### config.mk
export PLATFORM = sky130hd
export DESIGN_NAME = dpcr_ctl
export DESIGN_NICKNAME = d
export VERILOG_FILES = /design/src/dpcr_pkg.sv /design/src/dpcr_ctl.sv
export SDC_FILE = /design/constraint.sdc
export NUM_CORES = 1
export LEC_CHECK = 0
export ABC_AREA = 1
export BUFFER_PORTS_ARGS = -buffer_cell sky130_fd_sc_hd__buf_2
export CAP_MARGIN = 30
export CORE_MARGIN = 4
export CORE_UTILIZATION = 61
export CTS_BUF_LIST = sky130_fd_sc_hd__clkbuf_16
export DETAILED_ROUTE_END_ITERATION = 7
export GPL_TIMING_DRIVEN = 0
export PLACE_DENSITY = 0.84
export SETUP_SLACK_MARGIN = 0.05
export SLEW_MARGIN = 20
export SYNTH_ARGS = -nofsm -noshare
export SYNTH_HDL_FRONTEND = slang
export SYNTH_SLANG_ARGS = --single-unit
export TNS_END_PERCENT = 50
### constraint.sdc
create_clock -name core_clk -period 2.6 [get_ports core_clk]
set_clock_uncertainty 0.15 [all_clocks]
set_input_delay 0.26 -clock core_clk [delete_from_list [all_inputs] [get_ports core_clk]]
set_output_delay 0.26 -clock core_clk [all_outputs]
set_load 0.1 [all_outputs]
### src/dpcr_pkg.sv
// Package with constants and types for the power, clock and reset controller.
package dpcr_pkg;

	// Register word offsets on the plain register port.
	localparam logic [3:0] OFF_CTRL = 4'h0;
	localparam logic [3:0] OFF_STATUS = 4'h1;
	localparam logic [3:0] OFF_CMD = 4'h2;

	// Control register field positions.
	localparam int CTRL_PD_FORCE = 0;
	localparam int CTRL_CRYSTAL_PIN_OFF = 1;
	localparam int CTRL_CTX_CLEAR = 2;
	localparam int CTRL_CLKO_DIS = 3;
	localparam int CTRL_BOOT_EN = 4;

	// Command register field positions (write only, self clearing).
	localparam int CMD_IRQ_ON = 0;
	localparam int CMD_IRQ_OFF = 1;
	localparam int CMD_IDLE = 2;
	localparam int CMD_DIV_LSB = 3;
	localparam int CMD_DIV_MSB = 5;

	// Divisor codes carried by an idle command: 0 means plain idle.
	localparam logic [2:0] DIV_NONE = 3'h0;
	localparam logic [2:0] DIV_16 = 3'h1;
	localparam logic [2:0] DIV_32 = 3'h2;
	localparam logic [2:0] DIV_64 = 3'h3;
	localparam logic [2:0] DIV_128 = 3'h4;

	// Reset value of the control register.
	localparam logic [7:0] CTRL_RESET = 8'h00;

	// Wake-up timing in input clock cycles.
	localparam int WAKE_FAST_CYC = 200;
	localparam int WAKE_CRYSTAL_PIN_CYC = 4096;

	// Program address fetched first after reset or boot.
	localparam logic [13:0] START_ADDR = 14'h0000;

	// Controller states.
	typedef enum logic [5:0] {
		DPCR_BOOT = 6'b00_0001,
		DPCR_RUN = 6'b00_0010,
		DPCR_IDLE = 6'b00_0100,
		DPCR_PDOWN = 6'b00_1000,
		DPCR_WAKE = 6'b01_0000,
		DPCR_SLOW_EXIT = 6'b10_0000
	} dpcr_state_t;

endpackage

### src/dpcr_ctl.sv
// Power, clock and reset controller for the signal processor core.
//
// Decided for this implementation: the plain strobed port and the placing of the registers.
`timescale 1ns/1ns
`default_nettype none
module dpcr_ctl #(
	parameter int CRYSTAL_PIN_WAIT = dpcr_pkg::WAKE_CRYSTAL_PIN_CYC,
	parameter int FAST_WAIT = dpcr_pkg::WAKE_FAST_CYC
) (
	input wire logic core_clk,
	input wire logic arst_n,
	input wire logic clk_en,
	input wire logic [3:0] reg_addr,
	input wire logic [7:0] reg_wdata,
	input wire logic reg_wr,
	input wire logic reg_rd,
	output logic [7:0] reg_rdata,
	input wire logic powerdown_request_pin,
	output logic powerdown_ack_pin,
	input wire logic irq_pending,
	input wire logic dma_request,
	input wire logic bus_request,
	input wire logic pd_enter,
	input wire logic boot_done,
	output logic irq_service_en,
	output logic pd_irq,
	output logic dma_grant,
	output logic core_run,
	output logic context_clear,
	output logic core_clk_en,
	output logic processor_clock_output,
	output logic reset_core,
	output logic [13:0] fetch_addr,
	output logic boot_active
);

	// Elaboration check: the wake counter must hold both waits.
	if (CRYSTAL_PIN_WAIT < 1 || FAST_WAIT < 1 || CRYSTAL_PIN_WAIT > 65535 || FAST_WAIT > 65535) begin : g_chk
		$error("Wake wait counts out of range.");
	end

	// Two-flop synchroniser for the asynchronous power-down request pin.
	logic pdreq_s1_r;
	logic pdreq_s2_r;
	logic pdreq_prev_r;
	// Control register and command decode.
	logic [7:0] ctrl_r;
	logic irq_en_r;
	dpcr_pkg::dpcr_state_t state_r;
	dpcr_pkg::dpcr_state_t state_nxt;
	// Wake counter; the slow-idle prescaler has its own counter.
	logic [15:0] cnt_r;
	logic [15:0] cnt_nxt;
	logic [2:0] div_r;
	logic [7:0] slow_cnt_r;
	logic processor_clock_output_r;
	logic [7:0] rdata_r;
	logic pd_irq_r;
	logic force_prev_r; // Force bit as it stood one cycle earlier.
	logic reset_done_r;

	// Turns a divisor code into the slow-idle clock ratio minus one.
	function automatic logic [7:0] div_limit(input logic [2:0] code);
		case (code)
			dpcr_pkg::DIV_16: div_limit = 8'h0F;
			dpcr_pkg::DIV_32: div_limit = 8'h1F;
			dpcr_pkg::DIV_64: div_limit = 8'h3F;
			dpcr_pkg::DIV_128: div_limit = 8'h7F;
			default: div_limit = 8'h00;
		endcase
	endfunction

	// Register and command decode.
	wire wr_ctrl = reg_wr && reg_addr == dpcr_pkg::OFF_CTRL;
	wire wr_cmd = reg_wr && reg_addr == dpcr_pkg::OFF_CMD;
	wire cmd_on = wr_cmd && reg_wdata[dpcr_pkg::CMD_IRQ_ON];
	wire cmd_off = wr_cmd && reg_wdata[dpcr_pkg::CMD_IRQ_OFF];
	wire cmd_idle = wr_cmd && reg_wdata[dpcr_pkg::CMD_IDLE];
	wire [2:0] cmd_div = reg_wdata[dpcr_pkg::CMD_DIV_MSB:dpcr_pkg::CMD_DIV_LSB];
	// Power-down request edge from the synchronised pin; the force bit is read from the control register.
	wire pd_edge = pdreq_s2_r && !pdreq_prev_r;
	wire pd_force = ctrl_r[dpcr_pkg::CTRL_PD_FORCE];
	wire crystal_pin_off = ctrl_r[dpcr_pkg::CTRL_CRYSTAL_PIN_OFF];
	wire [15:0] wake_len = crystal_pin_off ? 16'(CRYSTAL_PIN_WAIT - 1) : 16'(FAST_WAIT - 1);
	wire wake_done = cnt_r == wake_len;
	wire [7:0] slow_lim = div_limit(div_r);
	wire slow_tick = slow_cnt_r == slow_lim;
	wire irq_wake = irq_pending && irq_en_r;
	// State decode, shared by the sequencer, the outputs and the assertions.
	wire in_run = state_r == dpcr_pkg::DPCR_RUN;
	wire in_idle = state_r == dpcr_pkg::DPCR_IDLE;
	wire in_slow = state_r == dpcr_pkg::DPCR_SLOW_EXIT;
	wire in_pdown = state_r == dpcr_pkg::DPCR_PDOWN;
	wire in_wake = state_r == dpcr_pkg::DPCR_WAKE;
	// Only the rising edge of the force bit counts, so that a bit left set
	// does not flood the core with power-down interrupts.
	wire force_rise = pd_force && !force_prev_r;

	// Synchroniser and edge history for the request pin.
	always_ff @(posedge core_clk or negedge arst_n) begin
		if (!arst_n) begin
			pdreq_s1_r <= 1'b0;
			pdreq_s2_r <= 1'b0;
			pdreq_prev_r <= 1'b0;
		end else if (clk_en) begin
			pdreq_s1_r <= powerdown_request_pin;
			pdreq_s2_r <= pdreq_s1_r;
			pdreq_prev_r <= pdreq_s2_r;
		end
	end

	// Control register; the force bit clears itself once power down is taken.
	always_ff @(posedge core_clk or negedge arst_n) begin
		if (!arst_n) begin
			ctrl_r <= dpcr_pkg::CTRL_RESET;
		end else if (clk_en) begin
			if (wr_ctrl) begin
				ctrl_r <= reg_wdata;
			end else if (in_pdown) begin
				ctrl_r[dpcr_pkg::CTRL_PD_FORCE] <= 1'b0;
			end
		end
	end

	// Global interrupt servicing flag; the mask register is elsewhere.
	always_ff @(posedge core_clk or negedge arst_n) begin
		if (!arst_n) begin
			irq_en_r <= 1'b1;
		end else if (clk_en) begin
			if (cmd_on) begin
				irq_en_r <= 1'b1;
			end else if (cmd_off) begin
				irq_en_r <= 1'b0;
			end
		end
	end

	// Power-down interrupt pulse, raised on the request edge or a force-bit rise in run, only while servicing is enabled.
	always_ff @(posedge core_clk or negedge arst_n) begin
		if (!arst_n) begin
			pd_irq_r <= 1'b0;
			force_prev_r <= 1'b0;
		end else if (clk_en) begin
			pd_irq_r <= (pd_edge || (force_rise && in_run)) && irq_en_r;
			force_prev_r <= pd_force;
		end
	end

	// Next-state logic of the low-power sequencer.
	always_comb begin
		state_nxt = state_r;
		cnt_nxt = cnt_r;
		case (state_r)
			dpcr_pkg::DPCR_BOOT: begin
				// Boot only when configured and the bus is free.
				if (!ctrl_r[dpcr_pkg::CTRL_BOOT_EN] || (boot_done && !bus_request)) begin
					state_nxt = dpcr_pkg::DPCR_RUN;
				end
			end
			dpcr_pkg::DPCR_RUN: begin
				// The handler decides when to really go down.
				if (pd_enter) begin
					state_nxt = dpcr_pkg::DPCR_PDOWN;
				end else if (cmd_idle) begin
					state_nxt = dpcr_pkg::DPCR_IDLE;
				end
			end
			dpcr_pkg::DPCR_IDLE: begin
				if (irq_wake) begin
					state_nxt = (div_r == dpcr_pkg::DIV_NONE) ? dpcr_pkg::DPCR_RUN :
						dpcr_pkg::DPCR_SLOW_EXIT;
				end
			end
			dpcr_pkg::DPCR_SLOW_EXIT: begin
				// Wait out the current slow period, at most the divisor.
				if (slow_tick) begin
					state_nxt = dpcr_pkg::DPCR_RUN;
				end
			end
			dpcr_pkg::DPCR_PDOWN: begin
				if (pd_edge) begin
					state_nxt = dpcr_pkg::DPCR_WAKE;
					cnt_nxt = 16'h0000;
				end
			end
			dpcr_pkg::DPCR_WAKE: begin
				cnt_nxt = cnt_r + 16'h0001;
				if (wake_done) begin
					state_nxt = dpcr_pkg::DPCR_RUN;
				end
			end
			default: begin
				state_nxt = dpcr_pkg::DPCR_RUN;
			end
		endcase
	end

	// State, wake counter and divisor; reset always ends power down.
	always_ff @(posedge core_clk or negedge arst_n) begin
		if (!arst_n) begin
			state_r <= dpcr_pkg::DPCR_BOOT;
			cnt_r <= 16'h0000;
			div_r <= dpcr_pkg::DIV_NONE;
		end else if (clk_en) begin
			state_r <= state_nxt;
			cnt_r <= cnt_nxt;
			if (cmd_idle && in_run) begin
				div_r <= cmd_div;
			end else if (state_nxt == dpcr_pkg::DPCR_RUN) begin
				div_r <= dpcr_pkg::DIV_NONE;
			end
		end
	end

	// Slow-idle prescaler: one enable per divisor period of the core clock.
	always_ff @(posedge core_clk or negedge arst_n) begin
		if (!arst_n) begin
			slow_cnt_r <= 8'h00;
		end else if (clk_en) begin
			slow_cnt_r <= slow_tick ? 8'h00 : slow_cnt_r + 8'h01;
		end
	end

	// Reset-release marker; the core stays in reset for one cycle after release.
	// No stabilisation wait is counted, since the input clock runs on through a later reset.
	always_ff @(posedge core_clk or negedge arst_n) begin
		if (!arst_n) begin
			reset_done_r <= 1'b0;
		end else if (clk_en) begin
			reset_done_r <= 1'b1;
		end
	end

	// Clock output toggles on the instruction-clock enable, gated by the disable bit.
	always_ff @(posedge core_clk or negedge arst_n) begin
		if (!arst_n) begin
			processor_clock_output_r <= 1'b0;
		end else if (clk_en) begin
			if (ctrl_r[dpcr_pkg::CTRL_CLKO_DIS] || in_pdown) begin
				processor_clock_output_r <= 1'b0;
			end else if (core_clk_en) begin
				processor_clock_output_r <= !processor_clock_output_r;
			end
		end
	end

	// Read data, valid in the cycle after the read strobe.
	wire [7:0] status_word = {2'b00, state_r};
	wire [7:0] rd_mux = (reg_addr == dpcr_pkg::OFF_CTRL) ? ctrl_r :
		(reg_addr == dpcr_pkg::OFF_STATUS) ? {irq_en_r, status_word[6:0]} : 8'h00;
	always_ff @(posedge core_clk or negedge arst_n) begin
		if (!arst_n) begin
			rdata_r <= 8'h00;
		end else if (clk_en) begin
			rdata_r <= reg_rd ? rd_mux : 8'h00;
		end
	end

	// Outputs.
	assign reg_rdata = rdata_r;
	assign powerdown_ack_pin = in_pdown;
	assign irq_service_en = irq_en_r;
	assign pd_irq = pd_irq_r;
	// Steals are granted in run and in both idle states, never by the global flag.
	assign dma_grant = dma_request && (in_run || in_idle || in_slow);
	assign core_run = in_run;
	assign context_clear = ctrl_r[dpcr_pkg::CTRL_CTX_CLEAR] && in_wake;
	// Slow idle runs the core clock at one enable per divisor.
	assign core_clk_en = (div_r == dpcr_pkg::DIV_NONE) ? !in_pdown : slow_tick;
	assign processor_clock_output = processor_clock_output_r;
	assign reset_core = !reset_done_r;
	assign fetch_addr = dpcr_pkg::START_ADDR;
	assign boot_active = state_r == dpcr_pkg::DPCR_BOOT;

	// Assertions; the rule that each one guards stands on its label line.
	irq_reset_a: assert property (@(posedge core_clk) $rose(arst_n) |-> irq_en_r)
		else $error("Servicing not enabled after reset.");
	irq_off_a: assert property (@(posedge core_clk) disable iff (!arst_n)
		clk_en && cmd_off && !cmd_on |=> !irq_service_en)
		else $error("Disable instruction ignored.");
	dma_run_a: assert property (@(posedge core_clk) disable iff (!arst_n)
		in_run && dma_request |-> dma_grant)
		else $error("Steal refused while running.");
	ack_pd_a: assert property (@(posedge core_clk) disable iff (!arst_n)
		powerdown_ack_pin |-> !core_run)
		else $error("Ack while running.");
	pd_enter_a: assert property (@(posedge core_clk) disable iff (!arst_n)
		clk_en && core_run && pd_enter |=> powerdown_ack_pin)
		else $error("Power down not entered.");
	wake_fast_a: assert property (@(posedge core_clk) disable iff (!arst_n)
		in_pdown && pd_edge && clk_en && !crystal_pin_off && !wr_ctrl
		|-> ##[1:210] core_run || !clk_en)
		else $error("Fast wake too slow.");
	wake_ctx_a: assert property (@(posedge core_clk) disable iff (!arst_n)
		clk_en && in_pdown && pd_edge && !wr_ctrl && ctrl_r[dpcr_pkg::CTRL_CTX_CLEAR]
		|=> context_clear)
		else $error("Context clear missing in wake.");
	pd_irq_a: assert property (@(posedge core_clk) disable iff (!arst_n)
		clk_en && pd_edge && irq_en_r |=> pd_irq)
		else $error("Power-down interrupt missed.");
	force_irq_a: assert property (@(posedge core_clk) disable iff (!arst_n)
		clk_en && force_rise && in_run && irq_en_r |=> pd_irq)
		else $error("Force bit raised no interrupt.");
	idle_wake_a: assert property (@(posedge core_clk) disable iff (!arst_n)
		clk_en && in_idle && irq_wake && div_r == dpcr_pkg::DIV_NONE
		|=> core_run)
		else $error("Idle wake late.");
	dma_idle_a: assert property (@(posedge core_clk) disable iff (!arst_n)
		in_idle && dma_request |-> dma_grant)
		else $error("Steal refused in idle.");
	clko_dis_a: assert property (@(posedge core_clk) disable iff (!arst_n)
		clk_en && ctrl_r[dpcr_pkg::CTRL_CLKO_DIS] |=> !processor_clock_output)
		else $error("Clock output not disabled.");
	slow_exit_a: assert property (@(posedge core_clk) disable iff (!arst_n)
		in_slow && clk_en |-> ##[0:128] core_run || !clk_en)
		else $error("Slow idle exit too long.");
	core_release_a: assert property (@(posedge core_clk)
		$rose(arst_n) && clk_en |=> !reset_core)
		else $error("Core held in reset after release.");
	pd_cover_c: cover property (@(posedge core_clk) powerdown_ack_pin ##1 in_wake);
	slow_cover_c: cover property (@(posedge core_clk) in_slow ##1 core_run);
	boot_cover_c: cover property (@(posedge core_clk) boot_active ##1 core_run);
	wake_cover_c: cover property (@(posedge core_clk) context_clear ##1 core_run);
	freeze_cover_c: cover property (@(posedge core_clk) !clk_en ##1 !clk_en);

endmodule
`default_nettype wire

==> Yosys cells after proc, flatten, opt, wreduce, memory -nomap -nowiden <==
Cells that the tools add are included.
{ "op_classes": {"addsub": 2, "n_eq_ne": 16, "div": 0, "bitwise": 0, "n_mux": 26, "n_shift": 0, "multipliers": 0, "reduce_logical": 39, "magnitude_cmp": 0} }
{ "ops": {"columns": ["cell", "count"], "rows": [
  ["$mux W6", 8],
  ["$pmux W6 S6", 1],
  ["$mux W8", 4],
  ["$pmux W16 S2", 1],
  ["$pmux W7 S4", 1],
  ["$add A16 B1 Y16 const B", 1],
  ["$eq A16 B12 Y1", 1],
  ["$mux W16", 1],
  ["$logic_and A1 B1 Y1", 14],
  ["$eq A6 B2 Y1 const B", 2],
  ["$mux W12", 1],
  ["$reduce_and A2 Y1", 5],
  ["$reduce_bool A2 Y1", 5],
  ["$add A8 B1 Y8 const B", 1],
  ["$eq A8 B8 Y1", 1],
  ["$logic_not A1 Y1", 7],
  ["$mux W1", 7],
  ["$eq A3 B2 Y1 const B", 2],
  ["$eq A6 B1 Y1 const B", 1],
  ["$eq A6 B3 Y1 const B", 1],
  ["$eq A6 B4 Y1 const B", 1],
  ["$eq A6 B5 Y1 const B", 1],
  ["$eq A6 B6 Y1 const B", 1],
  ["$mux W3", 2],
  ["9 further kinds", 13]
]} }
{ "totals": {"mem_bits_rw": 0, "memories": 0, "regBits": 57, "latchBits": 0, "mem_bits_ro": 0, "in_bits": 23, "elab_cells": 98} }

==> Logic depth before layout (Yosys ltp) <==
Gate-level depths: netlist of run 1.
{ "depth": {"depth_word": 9, "ltp_mapped": 14} }

==> Worst setup path before layout of run 1 <==
No wires, ideal clock.
{ "synth_path": {"path_kind": "flip-flop to output port", "start": "register state_r[2]", "end": "output context_clear", "t_required_ps": 2190, "stages_incl_launch_ff": 6, "path_slack_ps": -65, "t_arrival_ps": 2255, "path_cell_list": "dfrtp_1 > nor2_2 > nand2_2 > nor3_4 > inv_1 > nor2_1"} }
{ "synth_via": {"elab_chain_cells": 2} }
{ "synth_lines": {"columns": ["element", "line_no", "text"], "rows": [
  ["from (decl)", "dpcr_ctl.sv:49", "dpcr_pkg::dpcr_state_t state_r;"],
  ["from (signal assigned)", "dpcr_ctl.sv:201", "state_r <= dpcr_pkg::DPCR_BOOT;"],
  ["from (signal assigned)", "dpcr_ctl.sv:205", "state_r <= state_nxt;"],
  ["$eq A6 B5 Y1", "dpcr_ctl.sv:94", "wire in_wake = state_r == dpcr_pkg::DPCR_WAKE;"],
  ["$logic_and A1 B1 Y1", "dpcr_ctl.sv:267", "assign context_clear = ctrl_r[dpcr_pkg::CTRL_CTX_CLEAR] && in_wake;"],
  ["to (decl)", "dpcr_ctl.sv:29", "output logic context_clear,"]
]} }
No other way between the ends.

==> Worst setup path in the final report of run 1 <==
{ "layout_path": {"start": "register div_r[1]", "end": "output core_clk_en"} }
{ "layout_via": {"elab_chain_cells": 4} }
{ "layout_lines": {"columns": ["element", "line_no", "text"], "rows": [
  ["from (decl)", "dpcr_ctl.sv:54", "logic [2:0] div_r;"],
  ["from (signal assigned)", "dpcr_ctl.sv:203", "div_r <= dpcr_pkg::DIV_NONE;"],
  ["from (signal assigned)", "dpcr_ctl.sv:208", "div_r <= cmd_div;"],
  ["from (signal assigned)", "dpcr_ctl.sv:210", "div_r <= dpcr_pkg::DIV_NONE;"],
  ["$eq A3 B3 Y1 (tied with other cells)", "dpcr_ctl.sv:64", "case (code)"],
  ["$pmux W7 S4", "dpcr_ctl.sv:64", null],
  ["$eq A8 B8 Y1", "dpcr_ctl.sv:87", "wire slow_tick = slow_cnt_r == slow_lim;"],
  ["$mux W1 *", "dpcr_ctl.sv:269", "assign core_clk_en = (div_r == dpcr_pkg::DIV_NONE) ? !in_pdown : slow_tick;"],
  ["to (decl)", "dpcr_ctl.sv:30", "output logic core_clk_en,"]
]} }
Mark *: on every way between the ends. The rest lies on a longest branch, timed or not.

==> run_results.csv, run 1 <==
group,metric,value,unit
die,die_w,81.78,um
pwr,vdd_drop_max,593.1,uV
detailed_routing,wl,8.371,mm
pwr,power.total,3.386,mW
yosys,syn_inst,444,
finish,antenna_cells,0,
clocking,cts_tree,"yes",
setup_path,critPathMaxFanout,7,
placed_design,pre_cts_slack,235.2,ps
yosys,yosysTopAreaCellShare,0.4145,
clocking,cts.path.max_buffers,2,
die,core,5205,sq um
sta,timing.hold.ws,36.15,ps
yosys,synth_cell_type_count,39,
finish,drive_gt1_frac,0.2004,
setup_path,startpoint,"div_r[1]",
die,io_pins,55,
yosys,synth_warnings,0,
clocking,root_buffer,"clkbuf_16",
setup_path,timing.rr.start,"state_r[2]",
grt,antenna_found_initial,0,
grt,grt_pass1_wl,14.03,mm
finish,stdcell_count,584,
grt,track_usage,0.2735,
detailed_routing,drc,0,
setup_path,cpMaxStageDelayCell,"dfrtp_1",
sta,max_freq,406.3,MHz
setup_path,worstSetupEndpointType,"output pin",
setup_path,cp_common_cell,"nand2_1",
die,die_h,81.78,um
detailed_routing,drt_first_pass_iters,5,
setup_path,required,2190,ps
yosys,avgSynthCellArea,7.479,sq um
sta,period_share,0.9466,
clocking,htreeDepth,3,
setup_path,cpPeakStageDelay,490,ps
yosys,synth_top_cell_by_area,"dfrtp_1",
worst_hold_path,min-delay-start,"reg_wdata[4]",
detailed_routing,via_per_inst,5.515,
sta,maxSlewHeadroom,0.5121,
finish,area.growth.synth_to_final,19.56,%
yosys,ys_seq_elements,57,
clocking,numCtsBuffers,9,
placed_design,dp_cells,566,
finish,final_nets,534,
yosys,syn_area,3321,sq um
detailed_routing,avgRoutedWirePerCell,14.33,um
job,drv_cap,0,
setup_path,critPathBufInv,1,
clocking,post_cts.repair.setup_buffers,0,
yosys,synth_edf_count,0,
grt,gr-total-overflow,0,
sta,slew_violations,0,
setup_path,r2r_slack,520,ps
setup_path,cp_top_family,"simple AND/OR/NAND/NOR gates",
sta,grt_setup_unrepaired,"yes",
yosys,ys_seq_area_frac,0.4303,
detailed_routing,initialDrtViolationCount,232,
grt,grt_pass1_vias,3115,
sta,setup_violations,0,
die,fp-row-count,26,
sta,finalHoldViolations,0,
placed_design,dpl.hpwl,5.825,mm
clocking,clk_pin_slew,50,ps
sta,tightest_slew,731.9,ps
status,status,"finished clean",
yosys,synthArstFlopShare,1.000,
detailed_routing,vias,3221,
sta,fin_ws,138.8,ps
placed_design,gp_congestion,0.8851,
worst_hold_path,holdCritPathClass,"primary input to flop",
placed_design,port-buffer-count,39,
yosys,synth_ff_type,"dfrtp_1",
setup_path,cp.arrival,2050,ps
pwr,p_leak,2.075,nW
clocking,clock_latency,320,ps
setup_path,critPathKind,"flop to output pin",
die,dieArea,6688,sq um
die,start_util,0.6380,
clocking,clkSinkCount,57,
setup_path,crit_chain,"nor2_4 -> nand2_2 -> nand3_1 -> nand2_1 -> nand2_1 -> nor2_1 -> nand2_2 -> nand2_1 -> o21a_1 -> buf_8",
grt,grt_max_degree,58,
yosys,synthTopCellsByArea,"dfrtp_1, nand2_1, inv_1, nand3_1, nor2_1",
pwr,power_density,852.8,nW/um^2
setup_path,crit_path_start_kind,"flop",
detailed_routing,ant_nets,0,
sta,period_needed,2461,ps
[synth_stat cells (3+ instances only)]
| master | count |
|---|---|
| buf_2 | 3 |
| nor2_2 | 4 |
| xor2_1 | 6 |
| nor2_1 | 48 |
| nand2_2 | 7 |
| a31oi_1 | 3 |
| inv_1 | 59 |
| clkbuf_1 | 4 |
| nand4_1 | 4 |
| nand3b_1 | 3 |
| buf_4 | 14 |
| o22ai_1 | 6 |
| nand3_1 | 41 |
| nand2_1 | 101 |
| a21oi_1 | 17 |
| o21ai_0 | 24 |
| o31ai_1 | 7 |
| nor3_1 | 12 |
| dfrtp_1 | 55 |
[logic make-up (layout without fill, tap and decap cells)]
group                    Yosys count  after routing  synth area share
adder cells (fa/ha/maj)            2              2          0.007535
AND/OR/NAND/NOR                  231            231            0.3188
multiplexers                       1              1          0.003391
flip-flops                        57             57            0.4303
buffers and inverters             83            140            0.1130
AO/OA/AOI/OAI                     63             63            0.1100
other                              1             14          0.001129
XOR/XNOR                           6              6           0.01583
[per-layer routing]
metal | GRT usage | up-vias | part of all wire
met5 | 0 | - | 0
met4 | 0.1179 | 0 | 0.022
met3 | 0.06250 | 20 | 0.078
met2 | 0.4628 | 159 | 0.50
met1 | 0.3336 | 1497 | 0.40
li1 | - | 1545 | -
[power breakdown]
part	switching [mW]	total [mW]	internal, mW
sequential	0.171	1.24	1.07
combinational	0.824	1.13	0.304
clock	0.390	1.01	0.623
total	1.39	3.39	2.00
[flip-flops by register name (all words and copies together), names as in the netlist, 3 cells and up]
name / flops
div_r: 3
slow_cnt_r: 8
cnt_r: 16
ctrl_r: 8
state_r: 6
reg_rdata: 8
[layout by cell type, fill, tap and decap left out, types with 2 or more instances in the layout]
cell,netlist,layout
nand4_1,4,4
nor2_4,2,3
inv_2,2,2
nand3_2,2,3
nand3b_1,3,3
clkbuf_16,0,9
conb_1,1,14
dlygate4sd3_1,0,2
o31ai_1,7,7
nand3_1,41,40
nor3_2,1,2
nor3_1,12,11
ha_1,2,2
o22ai_1,6,6
nand2_2,7,8
clkinv_2,0,3
xor2_1,6,6
clkinv_1,0,2
a31oi_1,3,3
o21ai_0,24,23
nor2_2,4,5
dfstp_2,2,2
o21a_1,2,2
buf_4,14,15
buf_2,3,39
clkbuf_1,4,4
inv_1,59,61
nand2_1,101,100
a21oi_1,17,17
dfrtp_1,55,54
nor2_1,48,46
[worst paths after layout]
| kind | end | cells after the start |
|---|---|---|
| max | core_clk_en | 10 |
| min | ctrl_r[4] | 2 |
| max reg2reg | cnt_r[11] | 10 |
| min reg2reg | reset_done_r | 2 |
| max in group asynchronous | div_r[2] | 2 |
| min in group asynchronous | cnt_r[11] | 2 |
[through the flow]
stage | util | instance area, sq um | TNS [ps]
CTS | 0.7567 | 3939 | 0
floorplan | - | 3372 | 0
finish | 0.7627 | 3970 | 0
detailed placement | 0.7026 | 3657 | 0
global route | 0.7627 | 3970 | -20.66
global placement | 0.7022 | 3655 | 0
[what timing repair did]
item | 4_1_cts | 5_1_grt
resized for setup | 3 | 9
hold endpoints to repair | 56 | 0
setup endpoints to repair | 1 | 3
hold buffers | 2 | 0
[cell type report]
class,instances,area (sq um)
Timing Repair Buffer,41,230.2
Tap cell,70,87.58
Sequential cell,57,1430
Multi-Input combinational cell,317,1592
Fill cell,396,1235
Clock inverter,7,30.03
Clock buffer,9,225.2
Buffer,22,146.4
Inverter,61,229.0
No activity file was read; power rests on OpenSTA's default activity.
==> run 2: changes to the inputs <==
--- a/config.mk
+++ b/config.mk
@@ -9,3 +9,3 @@
 export BUFFER_PORTS_ARGS = -buffer_cell sky130_fd_sc_hd__buf_2
-export CAP_MARGIN = 30
+export CAP_MARGIN = 0
 export CORE_MARGIN = 4
==> constraint.sdc (replaced) <==
create_clock -name core_clk -period 2.6 [get_ports core_clk]
set_clock_uncertainty 0.15 [all_clocks]
set_input_delay 0.52 -clock core_clk [delete_from_list [all_inputs] [get_ports core_clk]]
set_output_delay 0.52 -clock core_clk [all_outputs]
set_load 0.1 [all_outputs]
==> run_results.csv, run 2 (synthesized netlist as in run 1, its figures left out) <==
group,metric,value,unit
setup_path,critPathMaxFanout,5,
die,die_h,81.78,um
detailed_routing,vias,3229,
die,start_util,0.6380,
clocking,cts_tree,"yes",
setup_path,worstSetupEndpointType,"output pin",
pwr,power.internal,2.014,mW
detailed_routing,via_per_inst,5.491,
detailed_routing,wl,8.557,mm
clocking,numCtsBuffers,9,
finish,final_nets,538,
clocking,clkSinkCount,57,
die,io_pins,55,
detailed_routing,drc,0,
sta,tightest_slew,718.8,ps
pwr,swShare,0.4096,
sta,setup_violations,0,
pwr,power_frac_comb,0.337,
finish,multi_input_area,1612,sq um
finish,antenna_cells,0,
finish,largest_register_ffs,16,
pwr,power_density,844.0,nW/um^2
sta,period_needed,2574,ps
detailed_routing,ant_nets,0,
setup_path,r2r_slack,440,ps
finish,final_common_cell,"nand2_1",
pwr,p_seq_frac,0.366,
sta,slew_violations,0,
finish,area.growth.synth_to_final,21.70,%
setup_path,crit_chain,"o21ai_2 -> nand3_1 -> nand2_1 -> nand2_1 -> nor2_2 -> nand2_2 -> nand2_2 -> o21a_1 -> buf_12",
grt,grt_pass1_vias,3129,
setup_path,cpPeakStageDelay,460,ps
detailed_routing,drt_first_pass_iters,6,
finish,regArea,1433,sq um
job,drv_cap,0,
setup_path,cpMaxStageDelayCell,"dfrtp_2",
placed_design,dpl.hpwl,5.825,mm
sta,maxSlewHeadroom,0.5208,
detailed_routing,initialDrtViolationCount,258,
finish,layout_common_cells,"nand2_1, inv_1, dfrtp_1",
clocking,clock_latency,320,ps
clocking,cts.path.max_buffers,2,
status,status,"finished clean",
pwr,p_leak,2.104,nW
finish,drive_gt1_frac,0.2259,
pwr,clkPwrFrac,0.297,
placed_design,port-buffer-count,39,
detailed_routing,avgRoutedWirePerCell,14.55,um
pwr,power.total,3.411,mW
sta,finalHoldViolations,0,
setup_path,cp.arrival,1900,ps
grt,grt_pass1_wl,14.08,mm
pwr,switchingPower,1.397,mW
finish,fill_cells,370,
die,dieArea,6688,sq um
setup_path,critPathKind,"flop to output pin",
clocking,root_buffer,"clkbuf_16",
setup_path,crit_path_start_kind,"flop",
clocking,clk_pin_slew,60,ps
sta,grt_setup_unrepaired,"yes",
sta,period_share,0.9900,
die,fp-row-count,26,
sta,timing.hold.ws,112.8,ps
pwr,vdd_drop_max,593.3,uV
finish,regMostFlops,"cnt_r",
setup_path,required,1930,ps
worst_hold_path,holdCritPathClass,"primary input to asynchronous set/reset pin",
grt,gr-total-overflow,0,
grt,grt_max_degree,58,
grt,antenna_found_initial,0,
placed_design,gp_congestion,0.8851,
die,die_w,81.78,um
clocking,htreeDepth,3,
grt,track_usage,0.2742,
sta,max_freq,388.5,MHz
die,core,5205,sq um
-- run 2: cell types whose count changed in the layout (fill, tap and decap cells not counted), sizes merged --
cell and change:
clkbuf -1, buf +7, dlygate4sd3 -2
-- run 2: path summary, 6_finish.rpt --
path / start / cells after the start / endpoint
max reg2reg: state_r[2] / 11 / cnt_r[11]
max: div_r[1] / 9 / core_clk_en
min: arst_n / 1 / cnt_r[11]
min in group core_clk: powerdown_request_pin / 3 / pdreq_s1_r
min reg2reg: reset_done_r / 2 / reset_done_r
max in group asynchronous: arst_n / 1 / div_r[2]
-- run 2: power by group through the flow --
stage | clock [mW] | combinational [mW] | sequential [mW]
floorplan | 0 | 0.806 | 1.29
global route | 1.07 | 1.26 | 1.27
detailed placement | 0 | 1.09 | 1.24
CTS | 1.02 | 1.12 | 1.24
finish | 1.01 | 1.15 | 1.25
global placement | 0 | 1.05 | 1.23
-- run 2: metrics by stage --
step	setup WS (ps)	area (sq um)	setup TNS, ps	utilization	instances
after floorplan	-42.11	3372	-42.11	-	457
after global placement	20.93	3655	0	0.7022	566
after CTS	-28.87	3964	-31.69	0.7615	582
final	26.06	4041	0	0.7764	588
after detailed placement	-24.83	3657	-24.83	0.7026	566
after global routing	-89.04	4041	-114.2	0.7764	588
-- run 2: cell type report --
type,instances,area share
Multi-Input combinational cell,317,0.3988
Sequential cell,57,0.3545
Timing Repair Buffer,45,0.06904
Inverter,61,0.05666
Clock buffer,9,0.05573
Buffer,22,0.03622
Tap cell,70,0.02167
Clock inverter,7,0.007430
-- run 2: critical path: cells and delay by family, from the launching register on --
family / cells / cell delay, ps
buffers and inverters: 1 / 190
DFF: 1 / 460
AOI/OAI and AO/OA: 2 / 390
and+or+nand+nor: 6 / 540
-- run 2: per-layer routing --
metal,share of wire,vias to the layer above,global-route usage
met5,0,-,0
met4,0.028,0,0.1163
met3,0.075,26,0.06798
met2,0.50,161,0.4637
met1,0.40,1494,0.3322
li1,-,1548,-
-- run 2: timing repair --
action / CTS / global route
endpoints found under the setup margin: 3 / 3
pin swaps: 0 / 2
setup buffers: 0 / 6
hold buffers: 0 / 0
resized for setup: 16 / 12
==> run 3: changes to the inputs <==
BUFFER_PORTS_ARGS = -buffer_cell sky130_fd_sc_hd__clkbuf_2   (was -buffer_cell sky130_fd_sc_hd__buf_2)
CORE_MARGIN = 2   (was 4)
==> run_results.csv, run 3 (synthesized netlist as in run 1, its figures left out) <==
group,metric,value,unit
die,die_h,77.78,um
setup_path,cp_top_family,"simple AND/OR/NAND/NOR gates",
finish,final_area,4120,sq um
clocking,clkSinkCount,57,
grt,antenna_found_initial,0,
sta,maxSlewHeadroom,0.6371,
finish,layout_common_cells,"nand2_1, inv_1, dfrtp_1",
setup_path,required,1930,ps
detailed_routing,ant_nets,0,
grt,grt_pass1_wl,14.61,mm
sta,finalSetupTns,-71.66,ps
finish,antenna_cells,0,
setup_path,path_depth,11,
clocking,numCtsBuffers,9,
grt,track_usage,0.3081,
finish,area.growth.synth_to_final,24.08,%
worst_hold_path,worstHoldPathCells,3,
pwr,vdd_drop_max,554.5,uV
sta,max_freq,374.3,MHz
setup_path,critPathKind,"flop to output pin",
grt,grt_max_degree,34,
setup_path,worstSetupEndpointType,"output pin",
sta,finalHoldViolations,0,
sta,slew_violations,0,
clocking,cts.path.max_buffers,2,
clocking,clk_pin_slew,60,ps
detailed_routing,wl,8.800,mm
clocking,clock_latency,330,ps
finish,largest_register_ffs,16,
placed_design,gp_congestion,0.8684,
detailed_routing,drc,0,
finish,final_common_cell,"nand2_1",
die,die_w,77.78,um
sta,period_needed,2672,ps
setup_path,crit_chain,"nor2_4 -> nand2_4 -> nand2_1 -> nand2_1 -> nand2_1 -> nand2_1 -> nor2_2 -> nand2_2 -> nand2_2 -> o21a_1 -> clkbuf_16",
sta,tightest_slew,546.7,ps
setup_path,crit_path_start_kind,"flop",
setup_path,cp_common_cell,"nand2_1",
detailed_routing,avgRoutedWirePerCell,14.94,um
worst_hold_path,holdCritPathClass,"primary input to flop",
pwr,p_leak,2.114,nW
die,fp-row-count,26,
die,core,5172,sq um
clocking,htreeDepth,3,
pwr,power_density,880.8,nW/um^2
finish,regMostFlops,"cnt_r",
sta,period_share,1.028,
finish,drive_gt1_frac,0.2293,
die,io_pins,55,
detailed_routing,drt_first_pass_iters,5,
placed_design,dpl_cell_area,3677,sq um
clocking,root_buffer,"clkbuf_16",
status,status,"finished with violations",
setup_path,cpMaxStageDelayCell,"dfrtp_2",
sta,grt_setup_unrepaired,"yes",
setup_path,critPathBufInv,1,
detailed_routing,vias,3294,
finish,final_nets,539,
die,start_util,0.6420,
detailed_routing,via_per_inst,5.593,
setup_path,critPathMaxFanout,7,
placed_design,port-buffer-count,39,
clocking,cts_tree,"yes",
detailed_routing,initialDrtViolationCount,318,
job,drv_cap,0,
sta,setup_violations,1,
status,violations,"negative setup slack",
setup_path,reg2regPathDepth,11,
setup_path,cpPeakStageDelay,440,ps
sta,fin_ws,-71.66,ps
grt,grt_pass1_vias,3267,
placed_design,dpl.hpwl,5.831,mm
grt,gr-total-overflow,0,
setup_path,cp.arrival,2000,ps
die,dieArea,6050,sq um
==> run 3: cell count changes in the layout (fill, tap and decap cells not counted), sizes merged <==
| cell | previous run | this run |
|---|---|---|
| inv | 63 | 62 |
| clkinv | 5 | 3 |
| dlygate4sd3 | 0 | 1 |
| buf | 63 | 26 |
| clkinvlp | 0 | 2 |
| clkbuf | 13 | 50 |
| bufinv | 0 | 1 |
==> run 3: final timing paths <==
path | start | end | slack (ps)
worst min-delay path | powerdown_request_pin | pdreq_s1_r | 260
worst max register to register | state_r[2] | cnt_r[11] | 480
worst min register to register | reset_done_r | reset_done_r | 310
worst max-delay path | div_r[0] | core_clk_en | -70
min in group asynchronous | arst_n | cnt_r[6] | 530
max in group asynchronous | arst_n | state_r[0] | 1210
==> run 3: where the power goes <==
group / switching, mW / internal, mW / total, mW / leakage, nW
clock: 0.459 / 0.749 / 1.21 / 0.142
combinational: 0.854 / 0.327 / 1.18 / 1.28
sequential: 0.168 / 1.07 / 1.24 / 0.691
==> run 3: repair_timing <==
item                                    CTS  global route
hold buffers                              1             0
resized for setup                        17             9
pin swaps                                 1             1
endpoints found under the hold margin    23             0
endpoints found under the setup margin    3             5
buffers inserted                          2             3
==> run 3: metrics by stage <==
stage	util	setup slack, ps	instances	hold WS (ps)	power [mW]
after global placement	0.7066	-10.37	566	277.9	2.283
after detailed placement	0.7109	-33.42	567	296.7	2.321
final	0.7966	-71.66	589	258.9	3.629
after CTS	0.7883	-34.27	586	266.6	3.557
after floorplan	-	-42.11	457	74.41	2.095
after global routing	0.7966	-185.7	589	263.3	3.800
==> run 3: per-layer routing <==
| metal | up-vias | routed length [um] | global-route usage |
|---|---|---|---|
| met1 | 1534 | 3570 | 0.3652 |
| met2 | 175 | 4307 | 0.5164 |
| met5 | - | 0 | 0 |
| met3 | 31 | 615 | 0.07209 |
| li1 | 1554 | - | - |
| met4 | 0 | 306 | 0.1661 |
==> run 3: area by class of cell <==
| type | instances | area (sq um) |
|---|---|---|
| multi-input combinational | 317 | 1614 |
| tap | 70 | 87.58 |
| buffer | 22 | 146.4 |
| fill | 347 | 1052 |
| inverter | 61 | 229.0 |
| sequential | 57 | 1434 |
| clock buffer | 9 | 225.2 |
| clock inverter | 7 | 80.08 |
| timing repair buffer | 46 | 304.0 |
==> run 3: tightest hold or removal path, stage by stage <==
cell,delay (ps)
clkbuf_2,80
nand2_1,50
nand2_1,60
